$ cat config.mk
export PLATFORM = sky130hd
export DESIGN_NAME = cia_top
export DESIGN_NICKNAME = d
export VERILOG_FILES = /design/src/verilog/cia_pkg.sv /design/src/verilog/cia_top.sv /design/src/verilog/cia_check.sv /design/src/verilog/cia_enable_store.sv
export SDC_FILE = /design/constraint.sdc
export NUM_CORES = 1
export LEC_CHECK = 0
export BUFFER_PORTS_ARGS = -buffer_cell sky130_fd_sc_hd__buf_2
export CAP_MARGIN = 20
export CORE_UTILIZATION = 35
export CTS_CLUSTER_DIAMETER = 30
export DETAILED_ROUTE_END_ITERATION = 12
export PLACE_DENSITY = 0.8
export SKIP_LAST_GASP = 1
export SLEW_MARGIN = 25
export SYNTH_ARGS = -nofsm -noshare
export SYNTH_HDL_FRONTEND = slang
export SYNTH_SLANG_ARGS = --single-unit
export TNS_END_PERCENT = 50
$ cat constraint.sdc
create_clock -name core_clk -period 1.7 [get_ports core_clk]
set_clock_uncertainty 0.15 [all_clocks]
set_input_delay 0 -clock core_clk [delete_from_list [all_inputs] [get_ports core_clk]]
set_output_delay 0 -clock core_clk [all_outputs]
set_load 0.05 [all_outputs]
$ cat src/verilog/cia_pkg.sv
/*
  cia_pkg: shared constants and carrier types for the acknowledge / group 0
  enable block of the processor-side interrupt controller interface.
  assumes: one core clock, asynchronous active-low warm reset.
*/
package cia_pkg;

  // system register encoding
  localparam logic [1:0] CIA_OP0 = 2'h3;
  localparam logic [2:0] CIA_OP1 = 3'h0;
  localparam logic [3:0] CIA_CRN = 4'hc;
  localparam logic [3:0] CIA_CRM_ACK0 = 4'h8;
  localparam logic [2:0] CIA_OP2_ACK0 = 3'h0;
  localparam logic [3:0] CIA_CRM_GRP = 4'hc;
  localparam logic [2:0] CIA_OP2_ACK1 = 3'h0;
  localparam logic [2:0] CIA_OP2_EN0 = 3'h6;

  // exception class for system register access traps
  localparam logic [5:0] CIA_EC_SYSREG = 6'h18;

  // special identifiers
  localparam logic [23:0] CIA_ID_SECURE = 24'h0003fc;
  localparam logic [23:0] CIA_ID_NONSEC = 24'h0003fd;
  localparam logic [23:0] CIA_ID_NONE = 24'h0003ff;

  // identifier field layout
  localparam int CIA_ID_W = 24;
  localparam int CIA_ID_NARROW_W = 16;

  // group 0 enable field and reset value
  localparam int CIA_EN_BIT = 0;
  localparam logic CIA_EN_RESET = 1'b0;

  // number of stages of the self-synchronising acknowledge path
  localparam logic [1:0] CIA_SYNC_CYCLES = 2'h2;

  // privilege levels
  typedef enum logic [1:0] {
    CIA_LVL0 = 2'h0,
    CIA_LVL1 = 2'h1,
    CIA_LVL2 = 2'h2,
    CIA_LVL3 = 2'h3
  } cia_lvl_t;

  // outcome of the access checks
  typedef enum logic [2:0] {
    CIA_RES_DIRECT = 3'h0,
    CIA_RES_UNDEF = 3'h1,
    CIA_RES_TRAP = 3'h2,
    CIA_RES_VIRT = 3'h3,
    CIA_RES_NONE = 3'h4
  } cia_res_t;

  // one system register access from the core
  typedef struct packed {
    logic valid;
    logic write;
    logic [1:0] op0;
    logic [2:0] op1;
    logic [3:0] crn;
    logic [3:0] crm;
    logic [2:0] op2;
    cia_lvl_t level;
    logic [63:0] wdata;
  } cia_req_t;

  // control bits held by other system registers
  typedef struct packed {
    logic lvl3_present;
    logic lvl2_enabled;
    logic sre_lvl1;
    logic sre_lvl2;
    logic sre_lvl3;
    logic trap_all_group0;
    logic fast_irq_route_to_hyp;
    logic fiq_to_lvl3;
    logic fine_trap_feature;
    logic fine_trap_allow;
    logic fine_read_trap_grpen;
    logic fine_write_trap_grpen;
    logic sdd_undef_priority;
    logic sdd_undef;
    logic irq_to_lvl3;
    logic trap_all_group1;
    logic irq_route_to_hyp;
    logic core_masked;
    logic id_wide;
  } cia_ctl_t;

  // answer to the core
  typedef struct packed {
    logic done;
    cia_res_t result;
    cia_lvl_t trap_level;
    logic [5:0] ec;
    logic [63:0] rdata;
  } cia_rsp_t;

endpackage : cia_pkg

$ cat src/verilog/cia_top.sv
/*
  cia_top: group 0/1 acknowledge registers and group 0 enable register of the
  processor-side interrupt controller interface, with their access checks.
  assumes: the prioritisation logic presents the highest-priority pending
  interrupt, its group and whether it is signalable; it takes ack pulses.
*/
`timescale 1ns/1ps
module cia_top (
  input wire logic core_clk,
  input wire logic rstn,
  input wire cia_pkg::cia_req_t req,
  input wire cia_pkg::cia_ctl_t ctl,
  input wire logic [23:0] hppi_id,
  input wire logic hppi_valid,
  input wire logic hppi_grp0,
  input wire logic hppi_signalable,
  input wire logic hppi_ackable,
  input wire logic hppi_secure_only,
  input wire logic hppi_one_of_n,
  output cia_pkg::cia_rsp_t rsp,
  output logic ack_pulse,
  output logic [23:0] ack_id,
  output logic retarget_pulse,
  output logic group0_enable,
  output logic virt_group0_enable,
  output logic virt_access
);
  import cia_pkg::*;

  typedef enum logic [2:0] {
    CIA_ST_IDLE = 3'b001,
    CIA_ST_SYNC = 3'b010,
    CIA_ST_RESP = 3'b100
  } cia_state_t;

  typedef struct packed {
    cia_state_t st;
    logic [1:0] cnt;
    cia_rsp_t rsp;
    logic ack;
    logic [23:0] ack_id;
    logic retarget;
    logic virt;
  } cia_top_state_t;

  cia_top_state_t s_q;
  cia_top_state_t s_d;

  // one decoder for all three registers
  function automatic logic sel(input cia_req_t r, input logic [3:0] crm,
                               input logic [2:0] op2);
    sel = r.valid && r.op0 == CIA_OP0 && r.op1 == CIA_OP1 && r.crn == CIA_CRN &&
          r.crm == crm && r.op2 == op2;
  endfunction : sel

  logic hit_ack0;
  logic hit_ack1;
  logic hit_en0;
  logic is_grp0;
  cia_res_t chk_res;
  cia_lvl_t chk_lvl;
  logic phys_we;
  logic virt_we;
  logic phys_en;
  logic virt_en;
  logic [23:0] id_mask;
  logic [23:0] ack_value;
  logic grp_match;

  assign hit_ack0 = sel(req, CIA_CRM_ACK0, CIA_OP2_ACK0) & ~req.write;
  assign hit_ack1 = sel(req, CIA_CRM_GRP, CIA_OP2_ACK1) & ~req.write;
  assign hit_en0 = sel(req, CIA_CRM_GRP, CIA_OP2_EN0);
  assign is_grp0 = hit_ack0 | hit_en0;

  cia_check u_check (
    .level(req.level),
    .grp0(is_grp0),
    .write(req.write),
    .fine_applies(hit_en0),
    .ctl(ctl),
    .result(chk_res),
    .trap_level(chk_lvl)
  );

  // enable register writes only when the checks allow them
  assign phys_we = hit_en0 & req.write & (chk_res == CIA_RES_DIRECT) & (s_q.st == CIA_ST_IDLE);
  assign virt_we = hit_en0 & req.write & (chk_res == CIA_RES_VIRT) & (s_q.st == CIA_ST_IDLE);

  cia_enable_store u_en (
    .core_clk(core_clk),
    .rstn(rstn),
    .phys_we(phys_we),
    .virt_we(virt_we),
    .wbit(req.wdata[CIA_EN_BIT]),
    .phys_en(phys_en),
    .virt_en(virt_en)
  );

  // narrow identifiers read zero in bits 23:16
  assign id_mask = ctl.id_wide ? 24'hffffff : 24'h00ffff;

  // acknowledgeable only for the right group, enabled (group 0 only), and high enough
  assign grp_match = hit_ack0 ? (hppi_grp0 & phys_en) : ~hppi_grp0;
  always_comb begin
    if (!hppi_valid || !hppi_signalable) begin
      ack_value = CIA_ID_NONE;
    end else if (grp_match && hppi_ackable) begin
      ack_value = hppi_id & id_mask;
    end else if (hppi_secure_only) begin
      ack_value = CIA_ID_SECURE;
    end else if (!hppi_grp0 && hit_ack0) begin
      ack_value = CIA_ID_NONSEC;
    end else begin
      ack_value = CIA_ID_NONE;
    end
  end

  // access sequencer: acks hold back the answer while the core is masked
  always_comb begin
    s_d = s_q;
    s_d.ack = 1'b0;
    s_d.retarget = 1'b0;
    s_d.rsp.done = 1'b0;
    s_d.virt = 1'b0;
    case (s_q.st)
      CIA_ST_IDLE: begin
        if (hit_ack0 || hit_ack1 || hit_en0) begin
          s_d.rsp.result = chk_res;
          s_d.rsp.trap_level = chk_lvl;
          s_d.rsp.ec = (chk_res == CIA_RES_TRAP) ? CIA_EC_SYSREG : 6'h00;
          s_d.rsp.rdata = 64'h0;
          s_d.virt = (chk_res == CIA_RES_VIRT);
          if (chk_res == CIA_RES_DIRECT && hit_en0) begin
            s_d.rsp.rdata = {63'h0, phys_en};
          end
          if (chk_res == CIA_RES_DIRECT && (hit_ack0 || hit_ack1)) begin
            s_d.rsp.rdata = {40'h0, ack_value};
            s_d.ack = (ack_value == (hppi_id & id_mask)) && grp_match && hppi_ackable &&
                      hppi_valid && hppi_signalable;
            s_d.ack_id = hppi_id & id_mask;
          end
          // enable falling while a 1-of-N group 0 interrupt is ours
          if (phys_we && phys_en && !req.wdata[CIA_EN_BIT] && hppi_valid && hppi_grp0 &&
              hppi_one_of_n) begin
            s_d.retarget = 1'b1;
          end
          if ((hit_ack0 || hit_ack1) && chk_res == CIA_RES_DIRECT && ctl.core_masked) begin
            s_d.st = CIA_ST_SYNC;
            s_d.cnt = CIA_SYNC_CYCLES;
          end else begin
            s_d.rsp.done = 1'b1;
          end
        end
      end
      CIA_ST_SYNC: begin
        // activation must reach exception signalling before the core resumes
        if (s_q.cnt == 2'h1) begin
          s_d.st = CIA_ST_RESP;
        end
        s_d.cnt = s_q.cnt - 2'h1;
      end
      CIA_ST_RESP: begin
        s_d.rsp.done = 1'b1;
        s_d.st = CIA_ST_IDLE;
      end
      default: begin
        s_d.st = CIA_ST_IDLE;
      end
    endcase
  end

  // sequencer state registered here (the enables are held in cia_enable_store); reset values are constants
  always_ff @(posedge core_clk or negedge rstn) begin
    if (!rstn) begin
      s_q <= '{st: CIA_ST_IDLE, cnt: 2'h0, rsp: '0, ack: 1'b0, ack_id: 24'h0,
               retarget: 1'b0, virt: 1'b0};
    end else begin
      s_q <= s_d;
    end
  end

  assign rsp = s_q.rsp;
  assign ack_pulse = s_q.ack;
  assign ack_id = s_q.ack_id;
  assign retarget_pulse = s_q.retarget;
  assign group0_enable = phys_en;
  assign virt_group0_enable = virt_en;
  assign virt_access = s_q.virt;

endmodule : cia_top

$ cat src/verilog/cia_check.sv
/*
  cia_check: combinational access checker for one system register access.
  assumes: the request and control bits are stable in the cycle they are seen.
*/
`timescale 1ns/1ps
module cia_check (
  input wire cia_pkg::cia_lvl_t level,
  input wire logic grp0,
  input wire logic write,
  input wire logic fine_applies,
  input wire cia_pkg::cia_ctl_t ctl,
  output cia_pkg::cia_res_t result,
  output cia_pkg::cia_lvl_t trap_level
);
  import cia_pkg::*;

  logic route3;
  logic tall;
  logic hyp_route;
  logic fine_hit;

  // group 0 uses the fast-interrupt controls, group 1 the normal ones
  assign route3 = ctl.lvl3_present & (grp0 ? ctl.fiq_to_lvl3 : ctl.irq_to_lvl3);
  assign tall = grp0 ? ctl.trap_all_group0 : ctl.trap_all_group1;
  assign hyp_route = grp0 ? ctl.fast_irq_route_to_hyp : ctl.irq_route_to_hyp;
  assign fine_hit = fine_applies & ctl.lvl2_enabled & ctl.fine_trap_feature &
                    (~ctl.lvl3_present | ctl.fine_trap_allow) &
                    (write ? ctl.fine_write_trap_grpen : ctl.fine_read_trap_grpen);

  // priority chain, first match wins
  always_comb begin
    result = CIA_RES_DIRECT;
    trap_level = level;
    case (level)
      CIA_LVL0: begin
        result = CIA_RES_UNDEF;
      end
      CIA_LVL1, CIA_LVL2: begin
        if (route3 && ctl.sdd_undef_priority) begin
          result = CIA_RES_UNDEF;
        end else if (!(level == CIA_LVL1 ? ctl.sre_lvl1 : ctl.sre_lvl2)) begin
          result = CIA_RES_TRAP;
          trap_level = level;
        end else if (level == CIA_LVL1 && fine_hit) begin
          result = CIA_RES_TRAP;
          trap_level = CIA_LVL2;
        end else if (level == CIA_LVL1 && ctl.lvl2_enabled && tall) begin
          result = CIA_RES_TRAP;
          trap_level = CIA_LVL2;
        end else if (level == CIA_LVL1 && ctl.lvl2_enabled && hyp_route) begin
          result = CIA_RES_VIRT;
        end else if (route3) begin
          result = ctl.sdd_undef ? CIA_RES_UNDEF : CIA_RES_TRAP;
          trap_level = CIA_LVL3;
        end
      end
      CIA_LVL3: begin
        if (!ctl.sre_lvl3) begin
          result = CIA_RES_TRAP;
          trap_level = CIA_LVL3;
        end
      end
      default: begin
        result = CIA_RES_UNDEF;
      end
    endcase
  end

endmodule : cia_check

$ cat src/verilog/cia_enable_store.sv
/*
  cia_enable_store: holds the physical and virtual group 0 enable bits.
  assumes: write strobes are one-cycle pulses already qualified by the checks.
*/
`timescale 1ns/1ps
module cia_enable_store (
  input wire logic core_clk,
  input wire logic rstn,
  input wire logic phys_we,
  input wire logic virt_we,
  input wire logic wbit,
  output logic phys_en,
  output logic virt_en
);
  import cia_pkg::*;

  typedef struct packed {
    logic phys;
    logic virt;
  } cia_en_state_t;

  cia_en_state_t st_q;
  cia_en_state_t st_d;

  // only the enable bit is kept; upper written bits are dropped
  always_comb begin
    st_d = st_q;
    if (phys_we) begin
      st_d.phys = wbit;
    end
    if (virt_we) begin
      st_d.virt = wbit;
    end
  end

  // warm reset clears both enables
  always_ff @(posedge core_clk or negedge rstn) begin
    if (!rstn) begin
      st_q <= '{phys: CIA_EN_RESET, virt: CIA_EN_RESET};
    end else begin
      st_q <= st_d;
    end
  end

  assign phys_en = st_q.phys;
  assign virt_en = st_q.virt;

endmodule : cia_enable_store

==> reports/metrics.cfg <==
[outcome]
status=complete, but fails checks
violations=negative setup slack

[grt]
grt_max_degree=46
grt_pass1_wl_um=15540
grtUsageTotal=0.1724
globalRouteOverflowTotal=0
antenna_found_initial=0
grt_pass1_vias=3225

[synthesis]
synth_cells=383
async_flop_share=1.000
synth_top_area_frac=0.4003
synth_edf_count=0
yosysSeqAreaShare=0.4069
synth.largest_area_cell=dfrtp_1
synthTopCellsByArea=dfrtp_1 (40%), buf_4 (20%), mux2_2 (8.0%)
syn_avg_cell_area_um2=10.28
synth_area_um2=3939
yosysWarnings=0
synth_cell_types=55
ys_seq_elements=64
synth_flop_cell=dfrtp_1

[final_layout]
final_cell_mix=buf_2 (128), dfrtp_1 (62), buf_4 (50)
fillCellCount=953
antenna_cells=0
drive_gt1_frac=0.4742
areaGrowthSynthToFinish_pct=40.44
nets=697
final_common_cell=buf_2
multi_input_area_um2=1802
final-seq-area_um2=1604

[drt]
ant_nets=0
drt_first_pass_iters=4
wl_met1_um=4235
num_vias=3357
wl_per_cell_um=14.53
finalWirelength_um=10190
drc=0
drtIter0Drc=213
wl_met2_um=5163
viasPerCell=4.789
met3_wirelength_um=551
highest_layer=met4

[cts]
clkSinkCount=64
clockBufferDepth=2
root_buffer=clkbuf_8
cts_buffers=9
clock_latency_ns=0.33
clkTransAtPathRegs_ns=0.07
htree_num_levels=3
tritoncts=built

[sta]
fin_crit_ns=2.200
min_period_over_period=1.294
finalHoldViolations=0
finalSetupViolations=63
fmaxAchievable_mhz=454.5
rsz0062_at_grt=yes
fin_ws_ns=-0.5003
tns_ns=-24.57
finalMaxSlewViolations=0

[worst_setup_path]
critical_path_arrival_ns=2.26
critPathCaptureType=flop
max_stage_delay_ns=0.56
required_ns=1.76
path_cells=buf_8, or4_4, a31o_1, a21oi_4, a211oi_2, a221oi_2, nor3_4, buf_6, buf_12, mux2_4
cp_max_fo=11
start_kind=input port
critical_path_class=in2reg
critPathSlowestCell=or4_4

[place]
portBuffers=131
place_ws_ns=-0.8860
dp_hpwl_um=7102
place_congestion=0.8759

[die]
dieWidth_um=108.1
fp.dieArea_um2=11680
rows=38
ios=240
die_h_um=108.1
fp.coreArea_um2=10890
start_util=0.3618

[worst_hold_path]
hold_class=in2async

[job]
max-cap-violations=0

[power]
power_density_nw_per_um2=652.4
max-vdd-ir-drop_mv=0.4925
leakagePower_uw=0.002889

==> metrics by stage <==
step / instances / hold slack (ns) / total power (µW) / instance area, µm² / utilization
4_1_cts: 697 / 0.004753 / 3632 / 5460 / 0.5015
3_3_place_gp: 639 / -0.1629 / 2120 / 4656 / 0.4276
2_1_floorplan: 427 / -0.4456 / 1979 / 4173 / -
5_1_grt: 701 / 0.04103 / 3755 / 5532 / 0.5080
3_5_place_dp: 639 / -0.1605 / 2131 / 4656 / 0.4276
6_report: 701 / 0.02370 / 3609 / 5532 / 0.5080
==> synthesized netlist by cell type (2+ instances only) <==
library cell / count
nor2_1: 15
nor4_1: 4
mux2_2: 28
nand2_1: 19
a31oi_1: 5
a31o_2: 2
a22o_1: 11
nor3_1: 6
a32o_1: 14
and3_1: 3
a211oi_1: 3
clkbuf_1: 5
buf_4: 103
nand2b_1: 10
and2_1: 10
o31ai_1: 2
or2_2: 3
o21ai_0: 10
buf_6: 2
ha_1: 4
a21oi_1: 6
dfrtp_1: 63
inv_1: 11
nor2b_1: 3
nor4_2: 3
nand4_1: 2
nand3_1: 8
==> layer usage <==
metal,GRT usage,vias up
li1,-,1569
met4,0.07926,0
met2,0.3076,143
met1,0.1991,1622
met3,0.03134,23
met5,0,-
==> critical path, delay by kind of cell <==
kind / cells / cell delay (ns)
multiplexers: 1 / 0.30
AND/OR/NAND/NOR: 2 / 0.65
AO/OA/AOI/OAI: 4 / 0.90
buffers and inverters: 3 / 0.41
==> report_power, final <==
part,internal (µW),switching [µW]
clock network,850,555
registers,1520,0.144
logic,248,433
total,2620,988
==> flip-flops by register name (all words and copies together) (netlist names) <==
register        cells
u_en.virt_en        1
virt_access         1
rsp                30
retarget_pulse      1
ack_id             24
s_q                 5
u_en.phys_en        1
ack_pulse           1
==> area by class of cell <==
cell class	instances	share of cell area
clock buffers	11	0.02556
flip-flops and latches	64	0.2900
repair buffers	232	0.3074
well taps	140	0.03167
clock inverters	3	0.01221
inverters	11	0.007464
multi-input cells	240	0.3257
==> final timing paths <==
kind / startpoint / end / slack [ns] / cells past startpoint
setup / recovery: req[82] / ack_id[4] / -0.50 / 10
hold / removal: rstn / rsp[75] / 0.02 / 2
setup reg to reg: s_q[106] / ack_id[9] / -0.30 / 7
hold reg to reg: rsp[10] / rsp[10] / 0.34 / 1
max in group asynchronous: rstn / rsp[4] / 0.78 / 3
min in group core_clk: ctl[1] / s_q[105] / 0.03 / 5
==> kinds of logic (layout without fill, tap and decap cells) <==
logic type | after synthesis | count (layout) | share of synthesized area
buffers and inverters | 123 | 257 | 0.2198
AND/OR/NAND/NOR | 93 | 93 | 0.1344
AO/OA/AOI/OAI | 68 | 68 | 0.1404
flip-flops | 64 | 64 | 0.4069
multiplexers | 29 | 29 | 0.08259
adder cells (fa/ha/maj) | 4 | 4 | 0.01271
other | 1 | 45 | 0.0009521
XOR/XNOR | 1 | 1 | 0.002224
==> repair_timing <==
action / CTS / global route
pin swaps: 8 / 5
cloned: 3 / 2
setup buffers: 4 / 2
hold buffers: 38 / 0
hold endpoints to repair: 115 / 0
gates resized for setup: 26 / 4
setup endpoints to repair: 63 / 63
Note: power is estimated with default switching activity, not from simulation.
